## src/logic/sdf_pkg.sv

```systemverilog
// constants and types of the serial converter input frame
// Behaviour
// - after frame sync falls, one data bit is taken on each of the first sixteen falling serial clock edges into a 16-bit shift register, valid at that edge.
// - the shift register accepts bits only while the active-low frame sync is low.
// - on the sixteenth falling serial clock edge of a frame the code is moved to the converter register.
// - frame sync rising before the sixteenth edge aborts the frame and leaves the converter register unchanged.
// - after reset the converter register holds zero until the first complete frame arrives.
// - the converter code is 8 bits wide and the output is proportional to it against the supply.
package sdf_pkg;
    localparam int FRAME_BITS = 16;
    localparam int CODE_BITS = 8;
    // frame layout: two don't-care bits, two power-down bits, code, four don't-care bits
    localparam int PD_MSB = 13;
    localparam int PD_LSB = 12;
    localparam int CODE_MSB = 11;
    localparam int CODE_LSB = 4;
    localparam logic [7:0] CODE_RESET = 8'h00;
    localparam logic [1:0] PD_RESET = 2'h0;
    localparam logic [1:0] PD_NORMAL = 2'h0;
    localparam logic [4:0] CNT_RESET = 5'h00;
    localparam logic [4:0] CNT_LAST = 5'h0f;
    localparam int SCLK_MAX_MHZ = 30;
    localparam int MCLK_MHZ = 10;
    typedef enum logic [2:0] {
        SDF_IDLE = 3'b001,
        SDF_SHIFT = 3'b010,
        SDF_DONE = 3'b100
    } sdf_state_t;
endpackage

```

## src/logic/sdf_frame.sv

```systemverilog
// serial input frame receiver and converter register
`timescale 1ns/1ps
module sdf_frame
    import sdf_pkg::*;
(
    input wire logic mclk,
    input wire logic reset_n,
    input wire logic sclk,
    input wire logic sync_n,
    input wire logic din,
    output logic [CODE_BITS-1:0] analog_output_code,
    output logic [1:0] power_down_mode,
    output logic power_down,
    output logic update_pulse,
    output logic abort_pulse
);
    logic sclk_s, sync_n_s, din_s;
    logic sclk_prev_q, sync_prev_q;
    sdf_state_t state_q, state_d;
    logic [FRAME_BITS-1:0] shift_q, shift_d;
    logic [4:0] cnt_q, cnt_d;
    logic [CODE_BITS-1:0] code_q;
    logic [1:0] pd_q;
    logic upd_q, abt_q;

    // sclk idles high between frames, sync_n idles high
    sdf_sync2 #(.RESET_VAL(1'b1)) u_sclk (.mclk(mclk), .reset_n(reset_n), .pin(sclk), .sync(sclk_s));
    sdf_sync2 #(.RESET_VAL(1'b1)) u_sync (.mclk(mclk), .reset_n(reset_n), .pin(sync_n),
        .sync(sync_n_s));
    sdf_sync2 #(.RESET_VAL(1'b0)) u_din (.mclk(mclk), .reset_n(reset_n), .pin(din), .sync(din_s));

    // sampling the pins limits sclk to well under mclk/4; the 30 MHz pin rate needs a faster mclk
    wire sclk_fall = sclk_prev_q & ~sclk_s;
    wire sync_fall = sync_prev_q & ~sync_n_s;
    wire sync_rise = ~sync_prev_q & sync_n_s;
    wire frame_en = ~sync_n_s;
    wire take_bit = frame_en & sclk_fall & (state_q == SDF_SHIFT);
    wire last_bit = take_bit & (cnt_q == CNT_LAST);
    wire [FRAME_BITS-1:0] frame_word = {shift_q[FRAME_BITS-2:0], din_s};
    wire early_rise = sync_rise & (state_q == SDF_SHIFT);

    // the layout constants must place one whole code and the mode bits inside the frame
    if (CODE_MSB - CODE_LSB + 1 != CODE_BITS) begin
        $error("code field width differs from the code width");
    end
    if (PD_MSB - PD_LSB + 1 != 2) begin
        $error("power-down field is not two bits wide");
    end
    if (PD_MSB >= FRAME_BITS || CODE_MSB >= FRAME_BITS) begin
        $error("frame layout reaches past the frame");
    end
    // the five-bit counter must end on the last bit of the frame
    if (int'(CNT_LAST) != FRAME_BITS - 1) begin
        $error("last count does not match the frame length");
    end

    always_comb begin
        state_d = state_q;
        shift_d = shift_q;
        cnt_d = cnt_q;
        case (state_q)
            SDF_IDLE: begin
                if (sync_fall) begin
                    state_d = SDF_SHIFT;
                    cnt_d = CNT_RESET;
                    shift_d = '0;
                end
            end
            SDF_SHIFT: begin
                if (sync_n_s) begin
                    state_d = SDF_IDLE;
                end else if (take_bit) begin
                    shift_d = frame_word;
                    cnt_d = cnt_q + 5'h01;
                    if (last_bit) begin
                        state_d = SDF_DONE;
                    end
                end
            end
            SDF_DONE: begin
                // further clocks in the same frame are ignored until sync rises
                if (sync_n_s) begin
                    state_d = SDF_IDLE;
                end
            end
            default: begin
                state_d = SDF_IDLE;
            end
        endcase
    end

    always_ff @(posedge mclk or negedge reset_n) begin
        if (!reset_n) begin
            sclk_prev_q <= 1'b1;
            sync_prev_q <= 1'b1;
            state_q <= SDF_IDLE;
            shift_q <= '0;
            cnt_q <= CNT_RESET;
        end else begin
            sclk_prev_q <= sclk_s;
            sync_prev_q <= sync_n_s;
            state_q <= state_d;
            shift_q <= shift_d;
            cnt_q <= cnt_d;
        end
    end

    always_ff @(posedge mclk or negedge reset_n) begin
        if (!reset_n) begin
            code_q <= CODE_RESET;
            pd_q <= PD_RESET;
        end else if (last_bit) begin
            code_q <= frame_word[CODE_MSB:CODE_LSB];
            pd_q <= frame_word[PD_MSB:PD_LSB];
        end
    end

    always_ff @(posedge mclk or negedge reset_n) begin
        if (!reset_n) begin
            upd_q <= 1'b0;
            abt_q <= 1'b0;
        end else begin
            upd_q <= last_bit;
            abt_q <= early_rise;
        end
    end

    assign analog_output_code = code_q;
    assign power_down_mode = pd_q;
    assign power_down = (pd_q != PD_NORMAL);
    assign update_pulse = upd_q;
    assign abort_pulse = abt_q;
endmodule

```

## src/logic/sdf_sync2.sv

```systemverilog
// two-flop synchroniser for a pin input
`timescale 1ns/1ps
module sdf_sync2 #(
    parameter logic RESET_VAL = 1'b0
) (
    input wire logic mclk,
    input wire logic reset_n,
    input wire logic pin,
    output logic sync
);
    logic meta_q;
    always_ff @(posedge mclk or negedge reset_n) begin
        if (!reset_n) begin
            meta_q <= RESET_VAL;
            sync <= RESET_VAL;
        end else begin
            meta_q <= pin;
            sync <= meta_q;
        end
    end
endmodule

```

## config.mk

```make
export PLATFORM = sky130hd
export DESIGN_NAME = sdf_frame
export DESIGN_NICKNAME = d
export VERILOG_FILES = /design/src/logic/sdf_pkg.sv /design/src/logic/sdf_frame.sv /design/src/logic/sdf_sync2.sv
export SDC_FILE = /design/constraint.sdc
export NUM_CORES = 1
export LEC_CHECK = 0
export ABC_AREA = 1
export BUFFER_PORTS_ARGS = -buffer_cell sky130_fd_sc_hd__buf_4
export CORE_ASPECT_RATIO = 0.9
export CORE_MARGIN = 2
export CORE_UTILIZATION = 57
export CTS_CLUSTER_DIAMETER = 150
export CTS_CLUSTER_SIZE = 24
export DETAILED_ROUTE_END_ITERATION = 6
export GPL_ROUTABILITY_DRIVEN = 0
export PLACE_DENSITY = 0.77
export SLEW_MARGIN = 40
export SYNTH_ARGS = -nofsm -noshare
export SYNTH_HDL_FRONTEND = slang
export SYNTH_SLANG_ARGS = --single-unit
```

## constraint.sdc

```tcl
create_clock -name mclk -period 1.75 [get_ports mclk]
set_input_delay 0.2625 -clock mclk [delete_from_list [all_inputs] [get_ports mclk]]
set_output_delay 0.2625 -clock mclk [all_outputs]
set_load 0.05 [all_outputs]
```

==> metrics list, run 1 <==
- Result of the run: complete, no violations
- Synthesis instantiated 23 different standard cells from the library.
- By startpoint and endpoint, the worst setup path is classified as reg2reg.
* Largest fanout on the critical path: 5
- Total number of placement rows: 18
* Tmin final: 1.67 ns
* Most used standard cell by instance count after synthesis: sky130_fd_sc_hd__nand2_1
- Power density over the cells: 1000 mW/mm2
- Top area cells in the synthesized netlist: sky130_fd_sc_hd__dfrtp_1 (49%), sky130_fd_sc_hd__nand2_1 (14%), sky130_fd_sc_hd__dfstp_2 (11%), sky130_fd_sc_hd__nand3_1 (5.5%), sky130_fd_sc_hd__o21ai_0 (3.2%)
* Non-filler cells in the finished layout: 255
* Final setup violation count: 0
- In this run the tool buffered the top-level ports with 17 buffer cells.
- Dividing the detail-routed wire length by the instance count gives 12.7 um.
* Starting utilization of the core area: 61.4%
- IR analysis of the VDD net gives a maximum drop of 0.679 mV.
- In this run the most critical hold path is launched from u_sclk.meta_q$_DFF_PN1_.
* DIE HEIGHT: 56.2 um
- STA classifies the critical path endpoint as a flop.
* Inserted Diodes: 0
* Endpoint arrival time on the critical path: 1.92 ns
- Power comes to 2.05 mW.
- In the routed design, unresolved DRC markers number 0.
* Net count after synthesis: 191
- For this run, the post-layout net count is 221.
- Clock tree synthesis inserted a total of 5 buffers.
- The count of nets left with antenna violations once routing finished came out at 0.
- DP Worst Slack: -0.0342 ns
* Final number of hold-violating endpoints: 0
* Area share of the largest cell type after synthesis: 49.2%
* Via count: 1,316
* Placed cells: 238
- During synthesis, Yosys emitted a total of 0 warnings.
- Critical Path RT: 2.00 ns
- For this run the aggregate overflow at the end of global routing stands at 0.
- Library cell with the largest summed area after synthesis: sky130_fd_sc_hd__dfrtp_1
* Hold-critical path depth: 0
- Hold WS: 0.362 ns
- With fillers left out, the area of the finished cells amounts to 0.00204 mm2.
* DP Area: 0.00189 mm2
- Length in cells of the worst reg-to-reg path: 9
- Number of top-level pins: 18
* Max-cap violations: 0
- The floorplan step defined a core boundary enclosing 0.00282 mm2.
- Synthesized flop and latch total: 41
- Skew-Pair Late Insertion Delay: 0.35 ns
- For this run, the detailed router's first-pass iteration total came to 4.
- Clock Sinks: 41
- The H-tree generated during clock tree synthesis spans 2 levels.
* Crit Reg-Reg Startpoint: cnt_q[1]$_DFFE_PN0P_
- Detailed placement finished with a half-perimeter wire length of 2.19 mm.
- Setup repair after global routing could not meet its margin everywhere.
- The max-slew violation count is 0.
- The initial antenna violation count came to 0.
- Using the TritonRoute via totals, the vias-per-cell ratio works out to 5.16.
- Max Root-Sink Buffers: 2
- Post-route fraction of the period consumed by the critical path: 95.2%
- In the synthesized netlist the dominant register cell turns out to be sky130_fd_sc_hd__dfrtp_1.
- TritonCTS clock tree: built
- The die covers 0.00349 mm2.
- Area growth syn-to-layout: 18.2%
- Measured along the x axis, the die boundary spans 62.0 um.
* Detailed-route wire length: 3.23 mm
- After synthesis, the share of flip-flops with an asynchronous set or reset is 100%.
* Vias in the first global route: 1,220
- Sequential area share after synthesis: 59.9%
- Number of cells produced by synthesis: 184
- GRT Total Usage: 20.7%
* Kind of start point of the critical path: flop
- In this run the worst hold path is classified as reg2reg.
- Crit. Startpoint: cnt_q[1]$_DFFE_PN0P_
- Averaged over all synthesized cells, the footprint is 9.39 um2.
- Cells with a size suffix above 1 make up 28.4% of the layout.
- Highest clock frequency the design can meet: 0.600 GHz
- Fin util: 72.5%
* Sum of negative setup slack: 0 ns
- Global-route wire length before repair: 5.24 mm
- Post-synth EDFFs: 0
- Maximum number of pins on one net before global-route repair: 42
* Slew at the pin closest to its max-slew limit: 0.490 ns
- Layout Skew: 0.0125 ns
- Most frequent cells after synthesis: sky130_fd_sc_hd__nand2_1 (64), sky130_fd_sc_hd__dfrtp_1 (34), sky130_fd_sc_hd__nand3_1 (19)
- Crit path setup slack, layout: 0.0837 ns
- Counting the fill cells in the layout gives 215.
- In this run the clock root is driven by a sky130_fd_sc_hd__clkbuf_4.
- The detailed router finished its first iteration with 74 violations.
- Headroom to the max-slew limit came out at 67.4%.
- Lkg Pwr: 1.09 nW
* Cell area after synthesis: 0.00173 mm2
- Clock slew seen by the registers of the worst setup and hold paths: 0.12 ns
[worst paths after layout]
check	to	slack [ns]
max	analog_output_code[1]$_DFFE_PN0P_	0.08
max in group asynchronous	u_sclk.sync$_DFF_PN1_	0.98
min reg2reg	u_sclk.sync$_DFF_PN1_	0.36
min in group asynchronous	shift_q[2]$_DFFE_PN0P_	0.41
max reg2reg	analog_output_code[1]$_DFFE_PN0P_	0.08
min	u_sclk.sync$_DFF_PN1_	0.36
[repair_timing]
action,in CTS,in global routing
pin swaps,0,4
buffers inserted,0,3
cloned,0,2
resized for setup,1,15
endpoints found under the hold margin,34,3
endpoints found under the setup margin,8,11
hold buffers,1,3
[power by group]
part | switching (mW) | leakage (nW) | internal (mW)
sequential | 0.0433 | 0.542 | 1.01
combinational | 0.383 | 0.512 | 0.162
clock | 0.297 | 0.0320 | 0.153
[cell type report]
class / count / area [um2] / area share, %
clock inverter: 2 / 10.0 / 0.490
sequential: 41 / 1030 / 50.7
clock buffer: 6 / 41.3 / 2.02
multi-input combinational: 126 / 636 / 31.1
timing repair buffer: 28 / 225 / 11.0
inverter: 12 / 45.0 / 2.21
tap: 40 / 50.0 / 2.45
[placed cells by master (no fill, tap or decap), drive strengths merged]
master       instances
a21oi                1
buf                 24
clkbuf               6
clkinv               2
dfrtp               34
dfstp                7
dlygate4sd3          4
ha                   2
inv                 12
nand2               72
nand3               22
nand4                2
nor2                13
nor3b                1
o21ai               11
o22ai                1
xor2                 1
[layer usage]
layer	vias to the layer above	GRT usage, %	part of all wire (%)
li1	646	-	-
met1	613	27.4	43
met2	48	31.1	49
met3	9	7.21	6.8
met4	0	7.60	1.8
met5	-	0	0
[logic make-up (layout without fill, tap and decap cells)]
| group | count (synthesis) | after routing | synth area share (%) |
|---|---|---|---|
| AND/OR/NAND/NOR | 109 | 110 | 29.4 |
| AO/OA/AOI/OAI | 13 | 13 | 3.84 |
| XOR/XNOR | 1 | 1 | 0.507 |
| adder cells (fa/ha/maj) | 2 | 2 | 1.45 |
| flip-flops | 41 | 41 | 59.9 |
| buffers and inverters | 18 | 48 | 4.92 |
[sequential cells by signal (all words and copies together), names as in the netlist]
register,count
u_sync.meta_q,1
power_down_mode,2
sync_prev_q,1
u_din.meta_q,1
sclk_prev_q,1
analog_output_code,8
shift_q,13
cnt_q,5
u_sync.sync,1
abort_pulse,1
u_sclk.sync,1
update_pulse,1
u_din.sync,1
u_sclk.meta_q,1
state_q,3
[worst max-delay path, stage by stage, from the launching register on]
cell and delay, ns:
sky130_fd_sc_hd__dfrtp_1 0.40, sky130_fd_sc_hd__ha_2 0.20, sky130_fd_sc_hd__nand2_1 0.07, sky130_fd_sc_hd__nor2_2 0.11, sky130_fd_sc_hd__ha_1 0.15, sky130_fd_sc_hd__nand4_1 0.11
sky130_fd_sc_hd__buf_6 0.16, sky130_fd_sc_hd__buf_2 0.14, sky130_fd_sc_hd__o21ai_0 0.17, sky130_fd_sc_hd__nand2_1 0.07
Note: power is estimated with default switching activity, not from simulation.
==> run 2, diff against run 1 <==
CORE_UTILIZATION = 60   (was 57)
CTS_BUF_LIST = sky130_fd_sc_hd__clkbuf_4 sky130_fd_sc_hd__clkbuf_8   (was unset)
PLACE_DENSITY = 0.8   (was 0.77)
SKIP_CTS_REPAIR_TIMING = 1   (was unset)
SLEW_MARGIN = unset   (was 40)
==> run 2 against run 1 <==
Against the previous run:
- hold slack gained 0.0014 ns
- non-clock buffer count unchanged
- die area decreased by 4.7%
- design area is 1.2% higher
- critical path depth decreased by 1
- power rose by 9.2%
==> metrics list, run 2 (synthesis results as in run 1) <==
* TritonCTS clock tree: built
* Max-cap violations: 0 (unchanged)
- CTS Root Buffer Type: sky130_fd_sc_hd__clkbuf_4
* Power density over the cells: 1080 mW/mm2 (+7.9%)
- The length of the first detailed-routing pass in iterations was 4 (unchanged).
* DRC violation total after the first TritonRoute iteration: 63 (-15%)
- The clock-pin slew of the registers on the worst-case setup and hold paths is 0.12 ns (about the same).
* CTS buffer count: 5 (unchanged)
- The deepest level of the CTS H-tree is 2 (unchanged).
- The timing-limited maximum frequency was 0.588 GHz (-2.1%).
* Largest fanout on the critical path: 9 (+4)
- ANT nets after route: 0 (unchanged)
- # port buffers: 17 (unchanged)
- Layout cells sized above 1: 29.0% (+0.60 points)
- Most used cells in the layout excluding fill and tap cells: sky130_fd_sc_hd__nand2_1 (62), sky130_fd_sc_hd__dfrtp_1 (34), sky130_fd_sc_hd__buf_4 (22)
- Layout Skew: 0.00314 ns (-0.00941 ns)
* Number of flip-flops in the largest register: 13 (unchanged)
- Max Root-Sink Buffers: 2 (unchanged)
- Endpoint arrival time on the critical path: 1.95 ns (+0.03 ns)
- The path class of the tightest hold or removal check is reg2reg.
- The largest net degree at the start of global routing was 42 (unchanged).
* Slew Limit Headroom: 67.3% (about the same)
- The combined global-route utilization of all metal layers was 21.5% (+0.79 points).
- DP Worst Slack: 0.0823 ns (+0.117 ns)
- Critical Path RT: 1.99 ns (about the same)
- The worst hold slack was 0.363 ns (+0.00139 ns).
- The standard-cell row count is 18 (unchanged).
* Die Outline Area: 0.00333 mm2 (-4.7%)
- DIE HEIGHT: 54.9 um (-2.3%)
- Total overflow reported by the global router: 0 (unchanged)
- Post-route fraction of the period consumed by the critical path: 97.2% (+2.0 points)
* Skew-Pair Late Insertion Delay: 0.35 ns (about the same)
* Inserted Diodes: 0 (unchanged)
- The post-layout minimum cycle time is 1.70 ns (+0.0354 ns).
- The post-route core utilization is 75.2% (+2.7 points).
* Vias in the first global route: 1,199 (-1.7%)
* Via count: 1,340 (+1.8%)
* Fin nets: 220 (-0.45%)
* Result of the run: complete, no violations
- The final setup violation count came to 0 (unchanged).
- Compared with the post-synthesis result, the final layout area differs by 19.6%.
* Lkg Pwr: 1.10 nW (+1.2%)
* Vias per cell: 5.28 (+2.2%)
* Final number of hold-violating endpoints: 0 (unchanged)
- The estimated wirelength of the detail-placed design was 2.10 mm (-4.1%).
- Antenna violations before repair: 0 (unchanged)
* Slew at the pin closest to its max-slew limit: 0.490 ns (+0.000748 ns)
- STA classifies the critical path endpoint as a flop.
- Core region area: 0.00275 mm2 (-2.4%)
- The smallest setup slack after layout came to 0.0483 ns (-0.0354 ns).
* Residual DRC: 0 (unchanged)
- shift_q holds more flip-flops than any other register.
- Max VDD drop: 0.736 mV (+8.5%)
- Average wire per cell in the routed design: 13.2 um (+3.9%)
* Number of top-level pins: 18 (unchanged)
- Clock Sinks: 41 (unchanged)
- The library cell used most frequently in the layout, excluding fill and tap cells, is sky130_fd_sc_hd__nand2_1.
- Starting utilization of the core area: 62.9% (+1.5 points)
- The overall routed net length is 3.34 mm (+3.5%).
- Fillers: 210 (-2.3%)
- Count of final max-slew check failures: 0 (unchanged)
- Horizontal die dimension: 60.6 um (-2.4%)
* Global-route wire length before repair: 5.11 mm (-2.4%)
* Type of the setup path with the least slack: reg2reg
- Kind of start point of the critical path: flop
run 2: changes by cell type in the layout (fill, tap and decap cells not counted), sizes merged:
cell / delta
clkinv: -2
bufinv: +1
clkinvlp: +1
nor2: -1
run 2: per-layer routing:
metal | track usage [%] | up-vias | share of wire, %
met5 | 0 | - | 0
met4 | 9.78 | 0 | 2.5
met3 | 6.74 | 15 | 5.5
met2 | 35.1 | 52 | 50
met1 | 26.4 | 635 | 42
li1 | - | 638 | -
run 2: final cells by class:
| type | instances | area [um2] | share of cell area, % |
|---|---|---|---|
| Inverter | 12 | 45.0 | 2.18 |
| Timing Repair Buffer | 28 | 228 | 11.0 |
| Tap cell | 40 | 50.0 | 2.42 |
| Clock buffer | 6 | 51.3 | 2.48 |
| Sequential cell | 41 | 1030 | 50.1 |
| Clock inverter | 2 | 37.5 | 1.82 |
| Multi-Input combinational cell | 125 | 621 | 30.0 |
run 2: power by group:
part	switching [mW]	internal [mW]	total, mW
logic	0.381	0.160	0.540
clock network	0.303	0.339	0.642
registers	0.0453	1.01	1.06
total	0.729	1.51	2.24
run 2: final timing paths:
check / slack, ns / end / start / cells after the start
worst max-delay path: 0.05 / analog_output_code[0]$_DFFE_PN0P_ / cnt_q[1]$_DFFE_PN0P_ / 8
worst max register to register: 0.05 / analog_output_code[0]$_DFFE_PN0P_ / cnt_q[1]$_DFFE_PN0P_ / 8
worst min-delay path: 0.36 / u_sync.sync$_DFF_PN1_ / u_sync.meta_q$_DFF_PN1_ / 0
worst min register to register: 0.36 / u_sync.sync$_DFF_PN1_ / u_sync.meta_q$_DFF_PN1_ / 0
min in group asynchronous: 0.41 / state_q[2]$_DFFE_PN0P_ / reset_n / 2
max in group asynchronous: 0.98 / sclk_prev_q$_DFF_PN1_ / reset_n / 2
run 2: metrics by stage:
stage / cell area, um2 / total power [mW] / std cells / TNS, ns
after global placement: 1900 / 1.55 / 239 / 0
after global routing: 2070 / 2.34 / 254 / -0.419
after CTS: 1980 / 2.23 / 247 / 0
after floorplan: 1730 / 1.49 / 184 / 0
final: 2070 / 2.24 / 254 / 0
after detailed placement: 1900 / 1.58 / 239 / 0
run 2: worst max-delay path: stages (launching register included):
cell	delay (ns)
sky130_fd_sc_hd__dfrtp_1	0.40
sky130_fd_sc_hd__ha_2	0.22
sky130_fd_sc_hd__nand2_2	0.07
sky130_fd_sc_hd__nor2_2	0.10
sky130_fd_sc_hd__ha_2	0.17
sky130_fd_sc_hd__nand4_1	0.20
sky130_fd_sc_hd__buf_6	0.21
sky130_fd_sc_hd__o21ai_0	0.16
sky130_fd_sc_hd__nand2_1	0.07
